[config.mk]
export PLATFORM = sky130hd
export DESIGN_NAME = isu_subtract_unit
export DESIGN_NICKNAME = d
export VERILOG_FILES = /design/src/isu_pkg.sv /design/src/isu_subtract_unit.sv
export SDC_FILE = /design/constraint.sdc
export NUM_CORES = 1
export LEC_CHECK = 0
export BUFFER_PORTS_ARGS = -buffer_cell sky130_fd_sc_hd__buf_2
export CAP_MARGIN = 10
export CORE_MARGIN = 3
export CORE_UTILIZATION = 45
export DETAILED_ROUTE_END_ITERATION = 7
export PLACE_DENSITY = 0.73
export SLEW_MARGIN = 25
export SYNTH_ARGS = -nofsm -noshare
export SYNTH_HDL_FRONTEND = slang
export SYNTH_SLANG_ARGS = --single-unit
[constraint.sdc]
create_clock -name clk_sys -period 5.9 [get_ports clk_sys]
set_input_delay 1.475 -clock clk_sys [delete_from_list [all_inputs] [get_ports clk_sys]]
set_output_delay 1.475 -clock clk_sys [all_outputs]
set_load 0.03 [all_outputs]
[src/isu_pkg.sv]
// Constants, register map and operation forms of the integer subtract unit.
// Assumes a 32-bit datapath and a plain byte-addressed register port.
package isu_pkg;

  // ------------------------------------------------------------------
  // Datapath
  // ------------------------------------------------------------------
  localparam int unsigned ISU_XLEN     = 32;
  localparam int unsigned ISU_IMM_LEN  = 16;
  localparam int unsigned ISU_ADDR_LEN = 8;
  localparam logic [31:0] ISU_ALL_ONES = 32'hFFFFFFFF;
  localparam logic [31:0] ISU_ZERO     = 32'h00000000;

  // Operation form; each one fixes the second addend and the carry-in
  typedef enum logic [2:0] {
    ISU_PLAIN,
    ISU_CARRYING,
    ISU_IMMEDIATE,
    ISU_EXTENDED,
    ISU_MINUS_ONE,
    ISU_ZERO_EXT
  } isu_form_t;

  // ------------------------------------------------------------------
  // Register offsets (byte addresses)
  // ------------------------------------------------------------------
  localparam logic [7:0] ISU_REG_EXC        = 8'h00;
  localparam logic [7:0] ISU_REG_COND       = 8'h04;
  localparam logic [7:0] ISU_REG_RESULT     = 8'h08;
  localparam logic [7:0] ISU_REG_IRQ_STATUS = 8'h0C;
  localparam logic [7:0] ISU_REG_IRQ_CLEAR  = 8'h10;
  localparam logic [7:0] ISU_REG_IRQ_ENABLE = 8'h14;

  // Exception register fields
  localparam int unsigned ISU_EXC_SO    = 31;
  localparam int unsigned ISU_EXC_OVF   = 30;
  localparam int unsigned ISU_EXC_CARRY = 29;

  // Condition field bits
  localparam int unsigned ISU_CR_LT = 3;
  localparam int unsigned ISU_CR_GT = 2;
  localparam int unsigned ISU_CR_EQ = 1;
  localparam int unsigned ISU_CR_SO = 0;
  localparam int unsigned ISU_CR_LEN = 4;

  // Interrupt event bits
  localparam int unsigned ISU_EV_DONE     = 0;
  localparam int unsigned ISU_EV_OVERFLOW = 1;
  localparam int unsigned ISU_EV_LEN      = 2;

  // Reset values
  localparam logic [31:0] ISU_RST_WORD = 32'h00000000;
  localparam logic [3:0]  ISU_RST_COND = 4'h0;
  localparam logic [1:0]  ISU_RST_EV   = 2'h0;

endpackage

[src/isu_subtract_unit.sv]
// Integer subtract-from datapath with exception flags, condition field zero,
// a small register port and a level interrupt.
// Assumes operation requests come from logic on clk_sys, one per cycle at most.
//
// Function
// - Every form subtracts the first source from the second source, the immediate or a constant, never the reverse.
// - Plain and carrying forms write the complement of the first source plus the second plus one.
// - The immediate is sign-extended to 32 bits and the immediate form also updates carry.
// - The plain form without record or overflow writes only the destination.
// - Record variants update condition field zero from the result.
// - Overflow variants of the plain form update overflow and summary overflow.
// - Carrying forms write the carry-out into the carry flag as well as the sum.
// - Carrying or extended forms with overflow update carry, overflow and summary together.
// - Extended forms add complement of first source, second source and incoming carry.
// - Minus-one-extended forms add complement, incoming carry and all ones, updating carry.
// - Zero-extended forms add complement and incoming carry, updating carry.
// - A carrying low-word step chained with an extended high-word step gives a wide difference.
//
// Chosen here: the placing of the registers and the address-and-strobe port.
`timescale 1ns/10ps
`default_nettype none

module isu_subtract_unit #(
  parameter int unsigned XLEN     = isu_pkg::ISU_XLEN,
  parameter int unsigned IMM_LEN  = isu_pkg::ISU_IMM_LEN,
  parameter int unsigned ADDR_LEN = isu_pkg::ISU_ADDR_LEN
) (
  input  wire logic                      clk_sys,
  input  wire logic                      reset,
  input  wire logic                      clk_en,
  input  wire logic                      op_valid,
  input  wire isu_pkg::isu_form_t        op_form,
  input  wire logic                      op_record,
  input  wire logic                      op_overflow,
  input  wire logic [XLEN-1:0]           first_source_reg,
  input  wire logic [XLEN-1:0]           second_source_reg,
  input  wire logic [IMM_LEN-1:0]        signed_immediate,
  input  wire logic [ADDR_LEN-1:0]       reg_addr,
  input  wire logic [31:0]               reg_wdata,
  input  wire logic                      reg_write,
  input  wire logic                      reg_read,
  output logic      [31:0]               reg_rdata,
  output logic                           result_valid,
  output logic      [XLEN-1:0]           result,
  output logic                           carry_flag,
  output logic                           overflow_flag,
  output logic                           summary_overflow_flag,
  output logic      [isu_pkg::ISU_CR_LEN-1:0] cond_field_zero,
  output logic                           irq
);

  // ------------------------------------------------------------------
  // Form decoding
  // ------------------------------------------------------------------
  function automatic logic form_sets_carry(input isu_pkg::isu_form_t f);
    return (f != isu_pkg::ISU_PLAIN);
  endfunction

  // Immediate form has no record or overflow variant
  function automatic logic form_has_variants(input isu_pkg::isu_form_t f);
    return (f != isu_pkg::ISU_IMMEDIATE);
  endfunction

  // ------------------------------------------------------------------
  // Adder
  // ------------------------------------------------------------------
  logic [XLEN-1:0] addend_a;
  logic [XLEN-1:0] addend_b;
  logic            carry_in;
  logic [XLEN:0]   sum_full;
  logic            signed_ovf;
  logic            op_take;
  logic            upd_carry;
  logic            upd_ovf;
  logic            upd_cond;

  always_comb begin
    addend_a = ~first_source_reg;
    addend_b = second_source_reg;
    carry_in = 1'b1;
    unique case (op_form)
      isu_pkg::ISU_PLAIN,
      isu_pkg::ISU_CARRYING: carry_in = 1'b1;
      isu_pkg::ISU_IMMEDIATE: begin
        addend_b = {{(XLEN-IMM_LEN){signed_immediate[IMM_LEN-1]}}, signed_immediate};
        carry_in = 1'b1;
      end
      isu_pkg::ISU_EXTENDED: begin
        addend_b = second_source_reg;
        carry_in = carry_flag;
      end
      isu_pkg::ISU_MINUS_ONE: begin
        addend_b = isu_pkg::ISU_ALL_ONES[XLEN-1:0];
        carry_in = carry_flag;
      end
      isu_pkg::ISU_ZERO_EXT: begin
        addend_b = isu_pkg::ISU_ZERO[XLEN-1:0];
        carry_in = carry_flag;
      end
      default: ;
    endcase
  end

  // Carry in is a full 33-bit term so the carry-out is exact for every form
  assign sum_full   = {1'b0, addend_a} + {1'b0, addend_b} + {{XLEN{1'b0}}, carry_in};
  assign signed_ovf = (addend_a[XLEN-1] == addend_b[XLEN-1])
                   && (sum_full[XLEN-1] != addend_a[XLEN-1]);

  assign op_take   = clk_en && op_valid;
  assign upd_carry = form_sets_carry(op_form);
  assign upd_ovf   = op_overflow && form_has_variants(op_form);
  assign upd_cond  = op_record && form_has_variants(op_form);

  // ------------------------------------------------------------------
  // Register port decode
  // ------------------------------------------------------------------
  logic wr_exc;
  logic wr_clear;
  logic wr_enable;

  assign wr_exc    = clk_en && reg_write && (reg_addr == isu_pkg::ISU_REG_EXC);
  assign wr_clear  = clk_en && reg_write && (reg_addr == isu_pkg::ISU_REG_IRQ_CLEAR);
  assign wr_enable = clk_en && reg_write && (reg_addr == isu_pkg::ISU_REG_IRQ_ENABLE);

  // ------------------------------------------------------------------
  // Destination
  // ------------------------------------------------------------------
  always_ff @(posedge clk_sys) begin
    if (reset) begin
      result       <= isu_pkg::ISU_RST_WORD[XLEN-1:0];
      result_valid <= 1'b0;
    end else if (clk_en) begin
      result_valid <= op_valid;
      if (op_valid) begin
        result <= sum_full[XLEN-1:0];
      end
    end
  end

  // ------------------------------------------------------------------
  // Exception flags
  // ------------------------------------------------------------------
  logic next_carry;
  logic next_ovf;
  logic next_summary;

  // Hardware update beats a software write of the same field in one cycle
  always_comb begin
    next_carry   = wr_exc ? reg_wdata[isu_pkg::ISU_EXC_CARRY] : carry_flag;
    next_ovf     = wr_exc ? reg_wdata[isu_pkg::ISU_EXC_OVF] : overflow_flag;
    next_summary = wr_exc ? reg_wdata[isu_pkg::ISU_EXC_SO] : summary_overflow_flag;
    if (op_take && upd_carry) begin
      next_carry = sum_full[XLEN];
    end
    if (op_take && upd_ovf) begin
      next_ovf = signed_ovf;
      if (signed_ovf) begin
        next_summary = 1'b1;
      end
    end
  end

  always_ff @(posedge clk_sys) begin
    if (reset) begin
      carry_flag            <= 1'b0;
      overflow_flag         <= 1'b0;
      summary_overflow_flag <= 1'b0;
    end else if (clk_en) begin
      carry_flag            <= next_carry;
      overflow_flag         <= next_ovf;
      summary_overflow_flag <= next_summary;
    end
  end

  // ------------------------------------------------------------------
  // Condition field zero
  // ------------------------------------------------------------------
  logic [isu_pkg::ISU_CR_LEN-1:0] next_cond;

  always_comb begin
    next_cond = '0;
    next_cond[isu_pkg::ISU_CR_LT] = sum_full[XLEN-1];
    next_cond[isu_pkg::ISU_CR_GT] = !sum_full[XLEN-1] && (sum_full[XLEN-1:0] != '0);
    next_cond[isu_pkg::ISU_CR_EQ] = (sum_full[XLEN-1:0] == '0);
    next_cond[isu_pkg::ISU_CR_SO] = next_summary;
  end

  always_ff @(posedge clk_sys) begin
    if (reset) begin
      cond_field_zero <= isu_pkg::ISU_RST_COND;
    end else if (op_take && upd_cond) begin
      cond_field_zero <= next_cond;
    end
  end

  // ------------------------------------------------------------------
  // Interrupts
  // ------------------------------------------------------------------
  logic [isu_pkg::ISU_EV_LEN-1:0] irq_status;
  logic [isu_pkg::ISU_EV_LEN-1:0] irq_enable;
  logic [isu_pkg::ISU_EV_LEN-1:0] irq_event;

  assign irq_event[isu_pkg::ISU_EV_DONE]     = op_take;
  assign irq_event[isu_pkg::ISU_EV_OVERFLOW] = op_take && upd_ovf && signed_ovf;

  // A new event wins over a clear in the same cycle
  always_ff @(posedge clk_sys) begin
    if (reset) begin
      irq_status <= isu_pkg::ISU_RST_EV;
    end else if (clk_en) begin
      irq_status <= (irq_status & ~(wr_clear ? reg_wdata[isu_pkg::ISU_EV_LEN-1:0] : '0))
                  | irq_event;
    end
  end

  always_ff @(posedge clk_sys) begin
    if (reset) begin
      irq_enable <= isu_pkg::ISU_RST_EV;
    end else if (wr_enable) begin
      irq_enable <= reg_wdata[isu_pkg::ISU_EV_LEN-1:0];
    end
  end

  assign irq = |(irq_status & irq_enable);

  // ------------------------------------------------------------------
  // Read path
  // ------------------------------------------------------------------
  logic [31:0] read_word;

  // Unmapped and write-only offsets read as zero
  always_comb begin
    read_word = '0;
    unique case (reg_addr)
      isu_pkg::ISU_REG_EXC: begin
        read_word[isu_pkg::ISU_EXC_SO] = summary_overflow_flag;
        read_word[isu_pkg::ISU_EXC_OVF] = overflow_flag;
        read_word[isu_pkg::ISU_EXC_CARRY] = carry_flag;
      end
      isu_pkg::ISU_REG_COND:       read_word[isu_pkg::ISU_CR_LEN-1:0] = cond_field_zero;
      isu_pkg::ISU_REG_RESULT:     read_word[XLEN-1:0] = result;
      isu_pkg::ISU_REG_IRQ_STATUS: read_word[isu_pkg::ISU_EV_LEN-1:0] = irq_status;
      isu_pkg::ISU_REG_IRQ_ENABLE: read_word[isu_pkg::ISU_EV_LEN-1:0] = irq_enable;
      default:                     read_word = '0;
    endcase
  end

  always_ff @(posedge clk_sys) begin
    if (reset) begin
      reg_rdata <= isu_pkg::ISU_RST_WORD;
    end else if (clk_en) begin
      reg_rdata <= reg_read ? read_word : isu_pkg::ISU_RST_WORD;
    end
  end
endmodule

`default_nettype wire

# Word level (Yosys, flattened, before mapping)
# Index checks and enable logic that the tools add are counted.
[word_totals] regBits=76 in_bits=131 out_inout_bits=73 word_cells=68
[classes] add_sub_neg=2 n_eq_ne=12 mux=15 bitwise=5 n_reduce_logical=25
[op_table] cell="$pmux W32 S3" count=1
[op_table] cell="$add A32 B32 Y33" count=1
[op_table] cell="$add A33 B1 Y33" count=1
[op_table] cell="$logic_not A32 Y1" count=1
[op_table] cell="$mux W32" count=1
[op_table] cell="$not A32 Y32" count=1
[op_table] cell="$reduce_bool A32 Y1" count=1
[op_table] cell="$mux W25" count=1
[op_table] cell="$eq A8 B4 Y1 const B" count=2
[op_table] cell="$eq A8 B5 Y1 const B" count=2
[op_table] cell="$logic_and A1 B1 Y1" count=13
[op_table] cell="$eq A8 B3 Y1 const B" count=1
[op_table] cell="$logic_not A8 Y1" count=1
[op_table] cell="$mux W1" count=8
[op_table] cell="$pmux W2 S4" count=1
[op_table] cell="$eq A3 B2 Y1 const B" count=2
[op_table] cell="$eq A3 B3 Y1 const B" count=2
[op_table] cell="$pmux W3 S2" count=1
[op_table] cell="$reduce_and A2 Y1" count=3
[op_table] cell="$and A2 B2 Y2" count=2
[op_table] cell="$pmux W2 S2" count=1
[op_table] cell="$reduce_bool A2 Y1" count=2
[op_table] cell="$ne A3 B2 Y1 const B" count=1
[op_table] cell="$reduce_bool A3 Y1" count=1
[op_table] cell="8 further kinds" count=8

# Logic depth before layout (Yosys ltp)
[logic_depth] depth_word=8 ltp_mapped=18 depth_no_buf=15

# Least setup slack after synthesis
# Ideal clock, no wire load.
[synth_path] path_kind="input -> register" from="input port op_form[0]" to="register cond_field_zero[1] (netlist name)" setup_time_ps=60 t_arrival_ps=5437 required_time_ps=5840 slack_ps=403 cell_stages=17 n_path_buf=3 path_cell_list="clkbuf_1 > or2_2 > clkbuf_1 > clkbuf_1 > o22ai_1 > a221oi_1 > fa_1 > fa_1 > a21o_1 > a221o_1 > a41o_4 > a211oi_4 > o21bai_1 > mux2_4 > o2111ai_1 > nor4_2 > a41o_1"
[synth_via] elab_chain_cells=5 elab_cells_between_ends=13 cone_classes="add/sub: 2; eq/ne: 5; mux: 2; reduce/logical: 4"
[synth_rtl] element="start: declaration" line_no="isu_subtract_unit.sv:32" rtl="input wire isu_pkg::isu_form_t op_form,"
[synth_rtl] element="$eq A3 B3 Y1 or $eq A3 B2 Y1 (tied branches)" line_no="isu_subtract_unit.sv:81" rtl="unique case (op_form)"
[synth_rtl] element="$pmux W32 S3 or $reduce_or A3 Y1 (tied branches)"
[synth_rtl] element="$add A32 B32 Y33 or $mux W1 (tied branches)" line_no="isu_subtract_unit.sv:105, isu_subtract_unit.sv:81"
[synth_rtl] element="$add A33 B1 Y33" line_no="isu_subtract_unit.sv:105" rtl="assign sum_full = {1'b0, addend_a} + {1'b0, addend_b} + {{XLEN{1'b0}}, carry_in};"
[synth_rtl] element="$logic_not A32 Y1" line_no="isu_subtract_unit.sv:184" rtl="next_cond[isu_pkg::ISU_CR_EQ] = (sum_full[XLEN-1:0] == '0);"
[synth_rtl] element="end signal: assignment" line_no="isu_subtract_unit.sv:190" rtl="cond_field_zero <= isu_pkg::ISU_RST_COND;"
[synth_rtl] element="end signal: assignment" line_no="isu_subtract_unit.sv:192" rtl="cond_field_zero <= next_cond;"
[synth_rtl] element="end: declaration" line_no="isu_subtract_unit.sv:48" rtl="output logic [isu_pkg::ISU_CR_LEN-1:0] cond_field_zero,"
# Parallel ways exist; a longest one is shown, timed or not.
# A chain may end at the register's enable or synchronous reset.

# Final worst setup path
[layout_path] from="input port op_form[1]" to="register cond_field_zero[1] (netlist name)"
# Same word-level chain as after synthesis.

==> impl_metrics.toml <==
[floorplanning]
die_h_um = 119
start_util_pct = 46.9
die_area_mm2 = 0.0141
die_x_um = 119
ioPinCount = 204
core_mm2 = 0.0122
rows = 40

[job]
drv_cap = 0

[synth]
yosys-mux-area-fraction_pct = 1.90
synth_area_mm2 = 0.00572
yosys.area_share.simple_pct = 23.7
async_flop_share_pct = 0
synth_edf_count = 0
synth.avg_cell_area_um2 = 7.33
synth_top_family_by_area = "compound AO/OA/AOI/OAI gates"
syn_nets = 945
synth_fa_ha_area_share_pct = 7.48
synth_xor_area_share_pct = 2.14
synth_compound_area_share_pct = 32.0
synth-main-ff-cell = "dfxtp_1"
syn_inst = 781
ys_seq_area_share_pct = 26.6
yosys_warnings = 0
synth_seq_cells = 76
yosys-top-cells-area = "dfxtp_1, nand2_1, ha_1"
synth_largest_area_cell = "dfxtp_1"
ys_types = 76
netlist.area_leader.share_pct = 26.6

[critical_path]
crit_fanout = 12
cpMaxStageDelayCell = "fa_1"
end_kind = "register"
worst_path_most_repeated_cell = "fa_1"
cp_data_arrival_time_ns = 5.53
crit_required_ns = 6.17
startpoint_type = "primary input"
path_buf_inv = 1
crit_path_max_incr_delay_ns = 0.44
path_class = "in2reg"
cpLargestDelayFamily = "compound AO/OA/AOI/OAI gates"
worstPathCellList = "buf_2, nand2b_1, nand2_1, a221oi_1, fa_1, fa_1, a21o_1, a221o_1, a41o_4, a21oi_1, a311oi_1, a2111oi_2, nand4_1, nor4_2, a41o_1"

[global_routing]
track_usage_pct = 24.1
grt_start_max_net_pins = 54
antenna_found_initial = 0
overflow = 0
grt_pass1_wl_mm = 28.5
grt_pass1_vias = 5910

[finish]
area_growth_pct = 24.2
seq_area_mm2 = 0.00152
layout.cells.most_common_list = "buf_2, nand2_1, nor2_1"
fillers = 1243
multiInputGateArea_mm2 = 0.00385
num-nets-final = 1107
n_antenna_cell = 0
fin_cells = 1115
final_common_cell = "buf_2"
utilization_pct = 58.2
drive_above_1_share_pct = 25.0

[timing]
tns_ns = 0
slew_violations = 0
rsz0062_at_grt = "false"
period_minus_slack_ns = 5.25
fin_skew_ns = 0.00548
max_freq_ghz = 0.190
fin_crit_sh_pct = 89.0
setup_viol = 0
finalHoldViolCount = 0
worst_pin_slew_ns = 0.645
maxSlewHeadroom_pct = 56.5

[detailed_routing]
dr.first_iter.drc_count = 529
wire_per_inst_um = 15.6
routed_wl_mm = 17.4
num_vias = 6350
ant_nets = 0
vias_per_cell = 5.70
drc = 0
drtPass1Iterations = 5

[clocking]
path_clk_slew_ns = 0.06
cts_num_sinks = 76
clock_latency_ns = 0.33
cts_hold_buf = 0
cts.htree.levels = 3
postCtsSetupBuffers = 0
ctsResizeCount = 0
cts_tree = "done"
cts_made_buffers = 9
root_buffer = "clkbuf_16"
cts_buffer_depth = 2

[place]
portBuffers = 176
dp_cells = 1100
place_congestion = 0.939
hpwl_mm = 13.7

[power]
cellLeakagePower_nw = 3.32
power.total_mw = 1.74
power_density_mw_per_mm2 = 244
ir_worst_vdd_uv = 141

[status]
run_status = "finished, final reports clean"

[hold_path]
hp-class = "reg2reg"
-- cells in the mapped netlist, drive strengths merged (16+ instances only) --
cell type	instances
dfxtp	76
a22oi	29
clkbuf	46
o21ai	32
inv	43
a21oi	64
nor2	86
nor3	16
nand2	104
ha	31
a221oi	19
nand3	19
o22ai	16
o21a	25
-- metal layers --
| layer | up-vias | track usage, % | part of all wire (%) |
|---|---|---|---|
| met4 | 0 | 4.85 | 1.1 |
| met1 | 2918 | 32.5 | 46 |
| met3 | 18 | 4.26 | 6.6 |
| li1 | 3184 | - | - |
| met5 | - | 0 | 0 |
| met2 | 230 | 40.5 | 46 |
-- state kept, by name, indices dropped and copies added (netlist names) --
name,cells
carry_flag,1
cond_field_zero,4
irq_enable,2
irq_status,2
overflow_flag,1
reg_rdata,32
result,32
result_valid,1
summary_overflow_flag,1
-- where the power goes --
| group | switching, mW | total (mW) | internal [mW] |
|---|---|---|---|
| combinational | 0.394 | 0.645 | 0.252 |
| clock | 0.209 | 0.534 | 0.325 |
| sequential | 0.0211 | 0.558 | 0.537 |
-- cell families after synthesis --
logic type	count (synthesis)
muxes	10
and+or+nand+nor	293
xor gates and xnor gates	14
DFF	76
buffers and inverters	93
adders and majority gates	33
AOI/OAI and AO/OA	262
-- through the flow --
| stage | worst slack (ns) | hold WS [ns] | area [um^2] |
|---|---|---|---|
| 5_1_grt | 0.356 | 0.480 | 7110 |
| 2_1_floorplan | 0.403 | 0.450 | 5720 |
| 4_1_cts | 0.626 | 0.462 | 7110 |
| 3_5_place_dp | 0.301 | 0.453 | 6820 |
| 3_3_place_gp | 0.338 | 0.451 | 6820 |
| 6_report | 0.646 | 0.461 | 7110 |
-- final timing paths --
kind,from,slack [ns],cells past startpoint,end
setup reg to reg,carry_flag$_SDFFE_PP0P_,1.98,12,cond_field_zero[1]$_SDFFE_PP0P_
setup / recovery,op_form[1],0.65,15,cond_field_zero[1]$_SDFFE_PP0P_
hold reg to reg,reg_rdata[1]$_SDFFE_PP0P_,0.46,2,reg_rdata[1]$_SDFFE_PP0P_
hold / removal,reg_rdata[1]$_SDFFE_PP0P_,0.46,2,reg_rdata[1]$_SDFFE_PP0P_
-- tightest hold or removal path, delay by kind of cell (launching register included) --
family | cells | cell delay, ns
DFF | 1 | 0.31
and+or+nand+nor | 1 | 0.06
AOI/OAI and AO/OA | 1 | 0.05
-- area by class of cell --
class | count | share of cell area, %
Sequential cell | 76 | 21.4
Clock inverter | 6 | 0.915
Timing Repair Buffer | 200 | 15.1
Inverter | 44 | 2.32
Clock buffer | 9 | 3.17
Multi-Input combinational cell | 612 | 54.1
Tap cell | 168 | 2.96
(Power assumes the default switching activity.)
